**config.mk**
```make
export PLATFORM = sky130hd
export DESIGN_NAME = spc_stop_ctrl
export DESIGN_NICKNAME = d
export VERILOG_FILES = /design/src/rtl/spc_pkg.sv /design/src/rtl/spc_stop_ctrl.sv /design/src/rtl/spc_sync.sv
export SDC_FILE = /design/constraint.sdc
export NUM_CORES = 1
export LEC_CHECK = 0
export BUFFER_PORTS_ARGS = -buffer_cell sky130_fd_sc_hd__buf_2
export CORE_MARGIN = 8
export CORE_UTILIZATION = 46
export CTS_CLUSTER_SIZE = 8
export DETAILED_ROUTE_END_ITERATION = 12
export HOLD_SLACK_MARGIN = 0.02
export PLACE_DENSITY = 0.91
export SETUP_SLACK_MARGIN = 0.02
export SLEW_MARGIN = 10
export SYNTH_ARGS = -nofsm -noshare
export SYNTH_HDL_FRONTEND = slang
export SYNTH_SLANG_ARGS = --single-unit
```
**constraint.sdc**
```tcl
create_clock -name sys_clk_i -period 2.45 [get_ports sys_clk_i]
set_clock_uncertainty 0.2 [all_clocks]
set_input_delay 0.49 -clock sys_clk_i [delete_from_list [all_inputs] [get_ports sys_clk_i]]
set_output_delay 0.49 -clock sys_clk_i [all_outputs]
set_load 0.005 [all_outputs]
```
**src/rtl/spc_pkg.sv**
```systemverilog
// constants shared by the stop mode power controller
package spc_pkg;
  // peripheral_enable_a field positions
  localparam int unsigned PEA_TIMER_ARRAY0 = 0;
  localparam int unsigned PEA_TIMER_ARRAY1 = 1;
  localparam int unsigned PEA_SERIAL_ARRAY0 = 2;
  localparam int unsigned PEA_SERIAL_ARRAY1 = 3;
  localparam int unsigned PEA_TWO_WIRE0 = 4;
  localparam int unsigned PEA_TWO_WIRE1 = 5;
  localparam int unsigned PEA_ADC = 6;
  localparam int unsigned PEA_RTC = 7;
  // peripheral_enable_b field positions
  localparam int unsigned PEB_TIMER_J = 0;
  localparam int unsigned PEB_TIMER_D0 = 1;
  localparam int unsigned PEB_TIMER_G = 2;
  localparam int unsigned PEB_COMPARATOR = 3;
  localparam int unsigned PEB_TRANSFER_CTRL = 4;
  localparam int unsigned PEB_DAC = 5;
  // subclock_supply_control field positions
  localparam int unsigned SSC_SLOW_TIMER_CLK = 0;
  localparam int unsigned SSC_LOW_POWER = 1;
  // reset values
  localparam logic [7:0] PEA_RESET = 8'h00;
  localparam logic [7:0] PEB_RESET = 8'h00;
  localparam logic [1:0] SSC_RESET = 2'h0;
  // gate vector bit positions for always-running functions
  localparam int unsigned RUN_RTC = 0;
  localparam int unsigned RUN_INTERVAL = 1;
  localparam int unsigned RUN_TIMER_J = 2;
  localparam int unsigned RUN_BUZZER = 3;
  localparam int unsigned RUN_DAC = 4;
  localparam int unsigned RUN_EVENT_LINK = 5;
  localparam int unsigned RUN_POR = 6;
  localparam int unsigned RUN_VDET = 7;
  localparam int unsigned RUN_KEY = 8;
  localparam int unsigned RUN_WIDTH = 9;
  // gate vector bit positions for functions stopped in stop mode
  localparam int unsigned HLT_CRC = 0;
  localparam int unsigned HLT_ILLEGAL_ACCESS = 1;
  localparam int unsigned HLT_RAM_GUARD = 2;
  localparam int unsigned HLT_REG_GUARD = 3;
  localparam int unsigned HLT_WIDTH = 4;
  // oscillator wake-up wait in main clock cycles
  localparam logic [7:0] WAKE_WAIT_CYCLES = 8'h08;
  typedef enum logic [1:0] {
    SPC_RUN,
    SPC_ENTER,
    SPC_STOP,
    SPC_WAKE
  } spc_state_t;
endpackage

```
**src/rtl/spc_stop_ctrl.sv**
```systemverilog
// stop mode power controller: mode sequencing and peripheral clock gating
// ****************************************************************
// Notes on behaviour
// ****************************************************************
// Notes on behaviour
// a stop instruction from the cpu puts the device into stop mode
// subsystem oscillator keeps its pre-stop running state throughout stop
// port levels and configuration are frozen at their pre-stop values
// rtc, interval timer, timer j, buzzer, dac, event link, por, vdet, keys run
// watchdog runs or halts in stop according to a configuration input
// a/d converter runs in stop only via autonomous wake mode
// comparator runs in stop only with filter off and external reference
// serial array unit runs in stop only via autonomous wake mode
// two-wire unit can wake the device on own address match
// transfer controller keeps accepting activation sources during stop
// timer array, timer d and timer g are blocked in stop
// crc, illegal access, ram guard and register guard stop in stop
// peripheral_enable_a holds adc, rtc, two-wire, serial array, timer array enables
// peripheral_enable_b holds dac, timer g, comparator, transfer, timer j, timer d0
// subclock_supply_control holds a low-power bit for subclock-cpu stop/halt
// subclock_supply_control selects the rtc, interval timer, timer j clock
// autonomous wake only for serial, adc, transfer; only on high-speed cpu clock
// main oscillator halted and cpu execution stopped for all of stop
// ram retained in stop; external interrupts end stop mode
`timescale 1ns/100ps
module spc_stop_ctrl #(
  parameter int unsigned PORT_WIDTH = 8,
  parameter logic [7:0] WAKE_WAIT = spc_pkg::WAKE_WAIT_CYCLES
) (
  // clock and reset
  input wire logic sys_clk_i,
  input wire logic nrst_i,
  // cpu side
  input wire logic stop_instr_i,
  input wire logic cpu_on_subclock_i,
  input wire logic cpu_on_hs_osc_i,
  output logic cpu_run_o,
  output logic stop_mode_o,
  // clock supply configuration writes
  input wire logic cfg_we_i,
  input wire logic [7:0] peripheral_enable_a_i,
  input wire logic [7:0] peripheral_enable_b_i,
  input wire logic [1:0] subclock_supply_control_i,
  output logic [7:0] peripheral_enable_a_o,
  output logic [7:0] peripheral_enable_b_o,
  output logic [1:0] subclock_supply_control_o,
  // options
  input wire logic wdt_run_in_stop_i,
  input wire logic cmp_filter_used_i,
  input wire logic cmp_ext_ref_i,
  input wire logic subosc_enable_i,
  // autonomous wake requests
  input wire logic csi_autonomous_wake_mode_i,
  input wire logic adc_autonomous_wake_mode_i,
  input wire logic dtc_autonomous_wake_mode_i,
  // wake sources and transfer trigger from pins
  input wire logic ext_irq_i,
  input wire logic key_irq_i,
  input wire logic two_wire_addr_match_i,
  input wire logic transfer_ctrl_trigger_i,
  // port retention
  input wire logic [PORT_WIDTH-1:0] port_out_i,
  input wire logic [PORT_WIDTH-1:0] port_dir_i,
  output logic [PORT_WIDTH-1:0] port_out_o,
  output logic [PORT_WIDTH-1:0] port_dir_o,
  // clock and function gates
  output logic main_osc_en_o,
  output logic subosc_en_o,
  output logic subclock_low_power_o,
  output logic slow_timer_clock_select_o,
  output logic [spc_pkg::RUN_WIDTH-1:0] always_run_en_o,
  output logic [spc_pkg::HLT_WIDTH-1:0] halt_fn_en_o,
  output logic wdt_en_o,
  output logic adc_en_o,
  output logic adc_autonomous_wake_mode_o,
  output logic comparator_en_o,
  output logic serial_array_en_o,
  output logic serial_autonomous_wake_mode_o,
  output logic two_wire_en_o,
  output logic two_wire_wake_o,
  output logic transfer_ctrl_accept_o,
  output logic timer_array_en_o,
  output logic timer_d_en_o,
  output logic timer_g_en_o,
  output logic ram_retain_o
);
  // ****************************************************************
  // parameter checks
  // ****************************************************************
  initial begin
    if (PORT_WIDTH < 1) $error("spc_stop_ctrl port width must be at least one");
    if (WAKE_WAIT == 8'h00) $error("spc_stop_ctrl wake wait must be nonzero");
  end

  // ****************************************************************
  // helpers
  // ****************************************************************
  // paired units share one gate, so either supply enable keeps it clocked
  function automatic logic either_on(input logic [7:0] val, input int unsigned lo,
                                     input int unsigned hi);
    return val[lo] || val[hi];
  endfunction
  // a unit runs when supplied, and in stop only while its stop condition holds
  function automatic logic stop_gate(input logic supply_on, input logic stopped,
                                     input logic allowed);
    return supply_on && (!stopped || allowed);
  endfunction

  // ****************************************************************
  // pin synchronisers
  // ****************************************************************
  // external wake sources are asynchronous; every one passes two flops
  logic [3:0] pin_raw;
  logic [3:0] pin_sync;
  assign pin_raw = {transfer_ctrl_trigger_i, two_wire_addr_match_i, key_irq_i, ext_irq_i};
  spc_sync #(
    .WIDTH(4)
  ) u_pin_sync (
    .sys_clk_i(sys_clk_i),
    .nrst_i(nrst_i),
    .async_i(pin_raw),
    .sync_o(pin_sync)
  );
  wire ext_irq_s = pin_sync[0];
  wire key_irq_s = pin_sync[1];
  wire addr_match_s = pin_sync[2];
  wire dtc_trig_s = pin_sync[3];

  // ****************************************************************
  // clock supply registers
  // ****************************************************************
  logic [7:0] pea_q;
  logic [7:0] pea_d;
  logic [7:0] peb_q;
  logic [7:0] peb_d;
  logic [1:0] ssc_q;
  logic [1:0] ssc_d;
  // writes are ignored in stop: the cpu is not executing then anyway
  logic cfg_take;
  assign cfg_take = cfg_we_i && cpu_run_o;
  // the two top bits of the second enable set are unused and read as zero
  logic [7:0] peb_write;
  assign peb_write = peripheral_enable_b_i & 8'h3F;
  assign pea_d = cfg_take ? peripheral_enable_a_i : pea_q;
  assign peb_d = cfg_take ? peb_write : peb_q;
  assign ssc_d = cfg_take ? subclock_supply_control_i : ssc_q;

  always_ff @(posedge sys_clk_i or negedge nrst_i) begin
    if (!nrst_i) begin
      pea_q <= spc_pkg::PEA_RESET;
      peb_q <= spc_pkg::PEB_RESET;
      ssc_q <= spc_pkg::SSC_RESET;
    end else begin
      pea_q <= pea_d;
      peb_q <= peb_d;
      ssc_q <= ssc_d;
    end
  end

  assign peripheral_enable_a_o = pea_q;
  assign peripheral_enable_b_o = peb_q;
  assign subclock_supply_control_o = ssc_q;

  // ****************************************************************
  // mode sequencer
  // ****************************************************************
  spc_pkg::spc_state_t state_q;
  spc_pkg::spc_state_t state_d;
  logic [7:0] wait_q;
  logic [7:0] wait_d;
  logic wake_req;
  // only unit 0 carries the address matcher that may end stop
  logic tw_match;
  assign tw_match = addr_match_s && pea_q[spc_pkg::PEA_TWO_WIRE0];
  // wake by external or key interrupt, or own address match on the two-wire unit
  assign wake_req = ext_irq_s || key_irq_s || tw_match;

  always_comb begin
    state_d = state_q;
    wait_d = wait_q;
    case (state_q)
      spc_pkg::SPC_RUN: begin
        if (stop_instr_i) begin
          state_d = spc_pkg::SPC_ENTER;
        end
      end
      spc_pkg::SPC_ENTER: begin
        state_d = spc_pkg::SPC_STOP;
      end
      spc_pkg::SPC_STOP: begin
        if (wake_req) begin
          state_d = spc_pkg::SPC_WAKE;
          wait_d = WAKE_WAIT;
        end
      end
      spc_pkg::SPC_WAKE: begin
        // main oscillator needs settling time before the cpu restarts
        if (wait_q == 8'h01) begin
          state_d = spc_pkg::SPC_RUN;
          wait_d = 8'h00;
        end else begin
          wait_d = wait_q - 8'h01;
        end
      end
      default: begin
        state_d = spc_pkg::SPC_RUN;
        wait_d = 8'h00;
      end
    endcase
  end

  always_ff @(posedge sys_clk_i or negedge nrst_i) begin
    if (!nrst_i) begin
      state_q <= spc_pkg::SPC_RUN;
      wait_q <= 8'h00;
    end else begin
      state_q <= state_d;
      wait_q <= wait_d;
    end
  end

  logic in_stop;
  assign in_stop = (state_q == spc_pkg::SPC_STOP);
  assign stop_mode_o = in_stop;
  assign cpu_run_o = (state_q == spc_pkg::SPC_RUN);
  assign main_osc_en_o = !in_stop;
  assign ram_retain_o = in_stop;

  // ****************************************************************
  // state captured on entry
  // ****************************************************************
  logic subosc_q;
  logic lowpwr_q;
  logic [PORT_WIDTH-1:0] pout_q;
  logic [PORT_WIDTH-1:0] pdir_q;
  logic snap;
  assign snap = (state_q == spc_pkg::SPC_ENTER);
  always_ff @(posedge sys_clk_i or negedge nrst_i) begin
    if (!nrst_i) begin
      subosc_q <= 1'b0;
      lowpwr_q <= 1'b0;
      pout_q <= '0;
      pdir_q <= '0;
    end else if (snap || cpu_run_o) begin
      subosc_q <= subosc_enable_i;
      lowpwr_q <= cpu_on_subclock_i && ssc_q[spc_pkg::SSC_LOW_POWER];
      pout_q <= port_out_i;
      pdir_q <= port_dir_i;
    end
  end

  // outputs during stop come from the frozen copy
  assign subosc_en_o = in_stop ? subosc_q : subosc_enable_i;
  assign port_out_o = pout_q;
  assign port_dir_o = pdir_q;
  assign subclock_low_power_o = lowpwr_q;
  assign slow_timer_clock_select_o = ssc_q[spc_pkg::SSC_SLOW_TIMER_CLK];

  // ****************************************************************
  // peripheral gating
  // ****************************************************************
  logic rtc_on;
  assign rtc_on = pea_q[spc_pkg::PEA_RTC];
  logic timer_j_on;
  assign timer_j_on = peb_q[spc_pkg::PEB_TIMER_J];
  logic dac_on;
  assign dac_on = peb_q[spc_pkg::PEB_DAC];
  // always-running group ignores stop; supply enables still apply
  assign always_run_en_o = {1'b1, 1'b1, 1'b1, 1'b1, dac_on, 1'b1, timer_j_on, 1'b1, rtc_on};
  assign halt_fn_en_o = in_stop ? '0 : {spc_pkg::HLT_WIDTH{1'b1}};
  assign wdt_en_o = !in_stop || wdt_run_in_stop_i;

  // autonomous wake only for the permitted units, and only on the high-speed clock
  logic aw_ok;
  assign aw_ok = cpu_on_hs_osc_i && !cpu_on_subclock_i;
  logic sa_on;
  assign sa_on = either_on(pea_q, spc_pkg::PEA_SERIAL_ARRAY0, spc_pkg::PEA_SERIAL_ARRAY1);
  logic ta_on;
  assign ta_on = either_on(pea_q, spc_pkg::PEA_TIMER_ARRAY0, spc_pkg::PEA_TIMER_ARRAY1);
  logic adc_aw;
  logic csi_aw;
  logic dtc_aw;
  assign adc_aw = aw_ok && adc_autonomous_wake_mode_i && pea_q[spc_pkg::PEA_ADC];
  assign csi_aw = aw_ok && csi_autonomous_wake_mode_i && sa_on;
  assign dtc_aw = aw_ok && dtc_autonomous_wake_mode_i && peb_q[spc_pkg::PEB_TRANSFER_CTRL];
  assign adc_en_o = stop_gate(pea_q[spc_pkg::PEA_ADC], in_stop, adc_aw);
  assign adc_autonomous_wake_mode_o = in_stop && adc_aw;
  assign comparator_en_o = stop_gate(peb_q[spc_pkg::PEB_COMPARATOR], in_stop,
                                     !cmp_filter_used_i && cmp_ext_ref_i);
  assign serial_array_en_o = stop_gate(sa_on, in_stop, csi_aw);
  assign serial_autonomous_wake_mode_o = in_stop && csi_aw;

  logic tw_on;
  assign tw_on = either_on(pea_q, spc_pkg::PEA_TWO_WIRE0, spc_pkg::PEA_TWO_WIRE1);
  // in stop the two-wire unit only keeps its address matcher alive
  assign two_wire_en_o = stop_gate(tw_on, in_stop, 1'b0);
  assign two_wire_wake_o = in_stop && tw_match;
  // trigger acceptance stays open in stop; transfers themselves wait for wake
  assign transfer_ctrl_accept_o = peb_q[spc_pkg::PEB_TRANSFER_CTRL]
                                  && (!in_stop || dtc_trig_s || dtc_aw);
  // blocked timers lose their clock outright, whatever their supply enable says
  assign timer_array_en_o = stop_gate(ta_on, in_stop, 1'b0);
  assign timer_d_en_o = stop_gate(peb_q[spc_pkg::PEB_TIMER_D0], in_stop, 1'b0);
  assign timer_g_en_o = stop_gate(peb_q[spc_pkg::PEB_TIMER_G], in_stop, 1'b0);
endmodule // spc_stop_ctrl

```
**src/rtl/spc_sync.sv**
```systemverilog
// two flip-flop synchroniser for a bundle of asynchronous levels
`timescale 1ns/100ps
module spc_sync #(
  parameter int unsigned WIDTH = 1
) (
  // clock and reset
  input wire logic sys_clk_i,
  input wire logic nrst_i,
  // levels
  input wire logic [WIDTH-1:0] async_i,
  output logic [WIDTH-1:0] sync_o
);
  logic [WIDTH-1:0] meta_q;
  logic [WIDTH-1:0] sync_q;
  initial begin
    if (WIDTH < 1) $error("spc_sync width must be at least one");
  end
  always_ff @(posedge sys_clk_i or negedge nrst_i) begin
    if (!nrst_i) begin
      meta_q <= '0;
      sync_q <= '0;
    end else begin
      meta_q <= async_i;
      sync_q <= meta_q;
    end
  end
  assign sync_o = sync_q;
endmodule // spc_sync

```
==> impl_results.md <==
* Status: complete, no violations
* Final Wtd Congestion at ~0.8
* Setup TNS at 0 ns
* Post-synthesis cell area at between 2000 and 2500 sq um
* Initial DRC count at 69
* # DRC at 0
* Post-Synth XOR/XNOR Area at 0%
* Max Freq at 430 MHz
* RSZ-0062 raised after global routing: false
* Routed wire per std cell at 15.5 microns
* HP Class: input port to register
* Worst slew margin at approximately 57%
* Vias in the first global route at between 1500 and 2000
* Min Tclk post-route at 2.32 ns
* Clock power share at 15.3%
* Pleak at 1.51 nW
* Seq pwr share at 37.4%
* Final Cycle Share at 94.8%
* YS warnings at 0
* P_int at 2.56 mW
* PwrDens at 1300 nW/um^2
* Syn Area/Cell at 12.6 sq um
* Post-CTS sizing at 1
* Combinational Power Share at 47.2%
* Nets at 350
* Cells on worst reg2reg path at 6
* Gr ovfl total at 0
* RR Startpoint: state_q[0]
* MaxCap Viol Count at 0
* Initial core utilization at a little under half
* Largest net degree at the start of global routing at 53
* Hold WS at 0.0917 ns
* ANT cells at 0
* I/O pin count at 117
* CP required at 1.76 ns
* Area Overhead vs Synth at 27.0%
* Post-Synth Simple-Gate Area at 9.34%
* Drt via density at 4.93
* Number of cells on the worst hold path at 1
* Die Y at 88.2 microns
* DP HPWL at ~4.5 mm
* CP Launch Point: state_q[0]
* Max rail drop VDD at between 0.7 and 0.8 mV
* Setup CP Type: register to primary output
* Site Rows at 26
* Vias at roughly 1800
* Antenna-violating nets left at 0
* Switching Share at 35.6%
* Post-Synthesis Cells at 191
* #FFs+latches synth at 52
* Clk buf depth at 2
* Die ar. at slightly below 8000 sq um
* Critical R2R Capture: wait_q[6]
* Worst min-delay path startpoint: two_wire_addr_match_i
* Worst EP arrival at 1.63 ns
* Total Wirelength at 5.66 mm
* CTS Sinks at 52
* Total setup buffers inserted after CTS at 0
* Crit end category: primary output
* Die span in x at slightly below 90 microns
* NetSw at between 1 and 1.5 mW
* Worst-path clk slew at 0.09 ns
* Root Buffer: clkbuf_8
* Hold path endpoint: u_pin_sync.meta_q[2]
* First-pass GRT wire length at 8.69 mm
* Setup violations, final at 0
* Worst R2R Setup Slack at 0.28 ns
* Number of port buffers at 106
* Tot GR Track Use at between 10% and 20%
* Synth Area in Compound Gates at ~8.6%
* Measured slew at the worst slew-check pin at between 0.6 and 0.7 ns
* Initial antenna violation count at 0
* Core Util, Final at 60.0%
* Slew Viols, Final at 0
* Crit Path Max Fanout at 15
* Startpoint Class: register
* Worst-Skew Late Latency at 0.30 ns
* Mux contribution to synthesized area at roughly 17%
* Total CTS buffers at 5
* Seq/Total Area, Yosys at 54.3%
* Adder-cell area share of the yosys netlist at 3.13%
* TritonCTS clock tree: yes
* Largest family of logic cells by synthesized area: multiplexers
* Core ar. at 5070 sq um
* Final hold vios at 0
* H-tree levels at 2
* Share of layout cells above drive strength 1 at 55.1%
* Hold buffers post-CTS at 0
* 1st-pass router iterations at 4
* Synth unique cells at 38
[per-layer routing]
layer | GRT usage, % | wire length (microns)
met1 | 14.1 | 1970
met2 | 26.1 | 3040
met3 | 5.76 | 571
met4 | 5.07 | 68
met5 | 0 | 0
[worst max path at each step]
stage	depth (start not counted)	slack (ns)	end
2_1_floorplan	5	0.43	two_wire_wake_o
3_3_place_gp	6	0.30	wait_q[6]
3_5_place_dp	6	0.23	wait_q[6]
4_1_cts	5	0.04	transfer_ctrl_accept_o
5_1_grt	5	0.02	two_wire_wake_o
6_report	5	0.13	two_wire_wake_o
[cells in the mapped netlist]
cell type	count	share of area (%)
dfrtp_1	52	54
mux2_2	34	16
buf_4	17	5.3
nand2_1	12	1.9
o21ai_0	9	1.9
inv_1	8	1.3
nor2_1	7	1.1
ha_1	6	3.1
a21oi_1	5	1.0
nand2b_1	4	1.0
buf_2	3	0.63
nor2b_1	3	0.78
a211oi_1	2	0.63
a21boi_0	2	0.63
a31oi_1	2	0.52
conb_1	2	0.31
nor3_1	2	0.42
a211o_1	1	0.37
a21oi_4	1	0.68
a221oi_4	1	1.1
a31o_2	1	0.37
and2_1	1	0.26
and3_1	1	0.26
and3b_1	1	0.37
clkbuf_1	1	0.16
mux2_4	1	0.63
mux2i_1	1	0.42
nand3_1	1	0.21
nand4_1	1	0.26
nor2_2	1	0.26
nor3_4	1	0.68
nor3b_1	1	0.31
nor4_2	1	0.52
nor4b_4	1	0.99
o22ai_1	1	0.26
o31a_1	1	0.37
o32a_1	1	0.42
o41ai_1	1	0.37
[cells in the final DEF (no fill, tap or decap), drive strengths merged, types with 3 or more instances in the layout]
cell type    n
nand2b       4
nor3         3
a21oi        6
conb         8
inv          8
mux2        35
dfrtp       52
ha           6
o21ai        9
nor2b        3
buf        110
nand2       12
clkbuf       6
nor2         8
[state kept, by name (all words and copies together) (netlist names)]
register                   flops
port_dir_o                     8
peripheral_enable_b_o          6
u_pin_sync.meta_q              4
subosc_q                       1
u_pin_sync.sync_o              4
wait_q                         8
port_out_o                     8
state_q                        2
subclock_supply_control_o      2
subclock_low_power_o           1
peripheral_enable_a_o          8
[cells by family after synthesis]
logic type	after synthesis
DFF	52
AOI/OAI and AO/OA	28
and+or+nand+nor	38
other	2
adders and majority gates	6
buffers and inverters	29
muxes	36
[power groups by stage]
stage          Clock (mW)  Sequential, mW  Combinational [mW]
2_1_floorplan           0            1.50                1.19
3_3_place_gp            0            1.47                1.82
3_5_place_dp            0            1.50                1.90
4_1_cts             0.628            1.49                1.92
5_1_grt             0.664            1.54                2.05
6_report            0.609            1.49                1.87
[worst max-delay path: stages (launching register included)]
cell     delay [ns]
dfrtp_1        0.42
inv_1          0.10
ha_2           0.27
buf_4          0.24
and3_1         0.18
buf_2          0.11
[cell type report]
class / instances / area, sq um
Fill cell: 431 / 2030
Sequential cell: 52 / 1300
Multi-Input combinational cell: 116 / 946
Timing Repair Buffer: 110 / 561
Tap cell: 70 / 87.6
Clock buffer: 6 / 82.6
Clock inverter: 2 / 38.8
Inverter: 8 / 30.0
[metrics by stage]
stage,power [mW],std cells,setup slack [ns],instance area (sq um)
4_1_cts,4.03,364,0.0431,3050
3_3_place_gp,3.29,356,0.299,2920
2_1_floorplan,2.69,197,0.432,2420
3_5_place_dp,3.41,356,0.227,2920
6_report,3.97,364,0.127,3050
5_1_grt,4.25,364,0.0226,3050
Power figures use the tool's default switching activity.
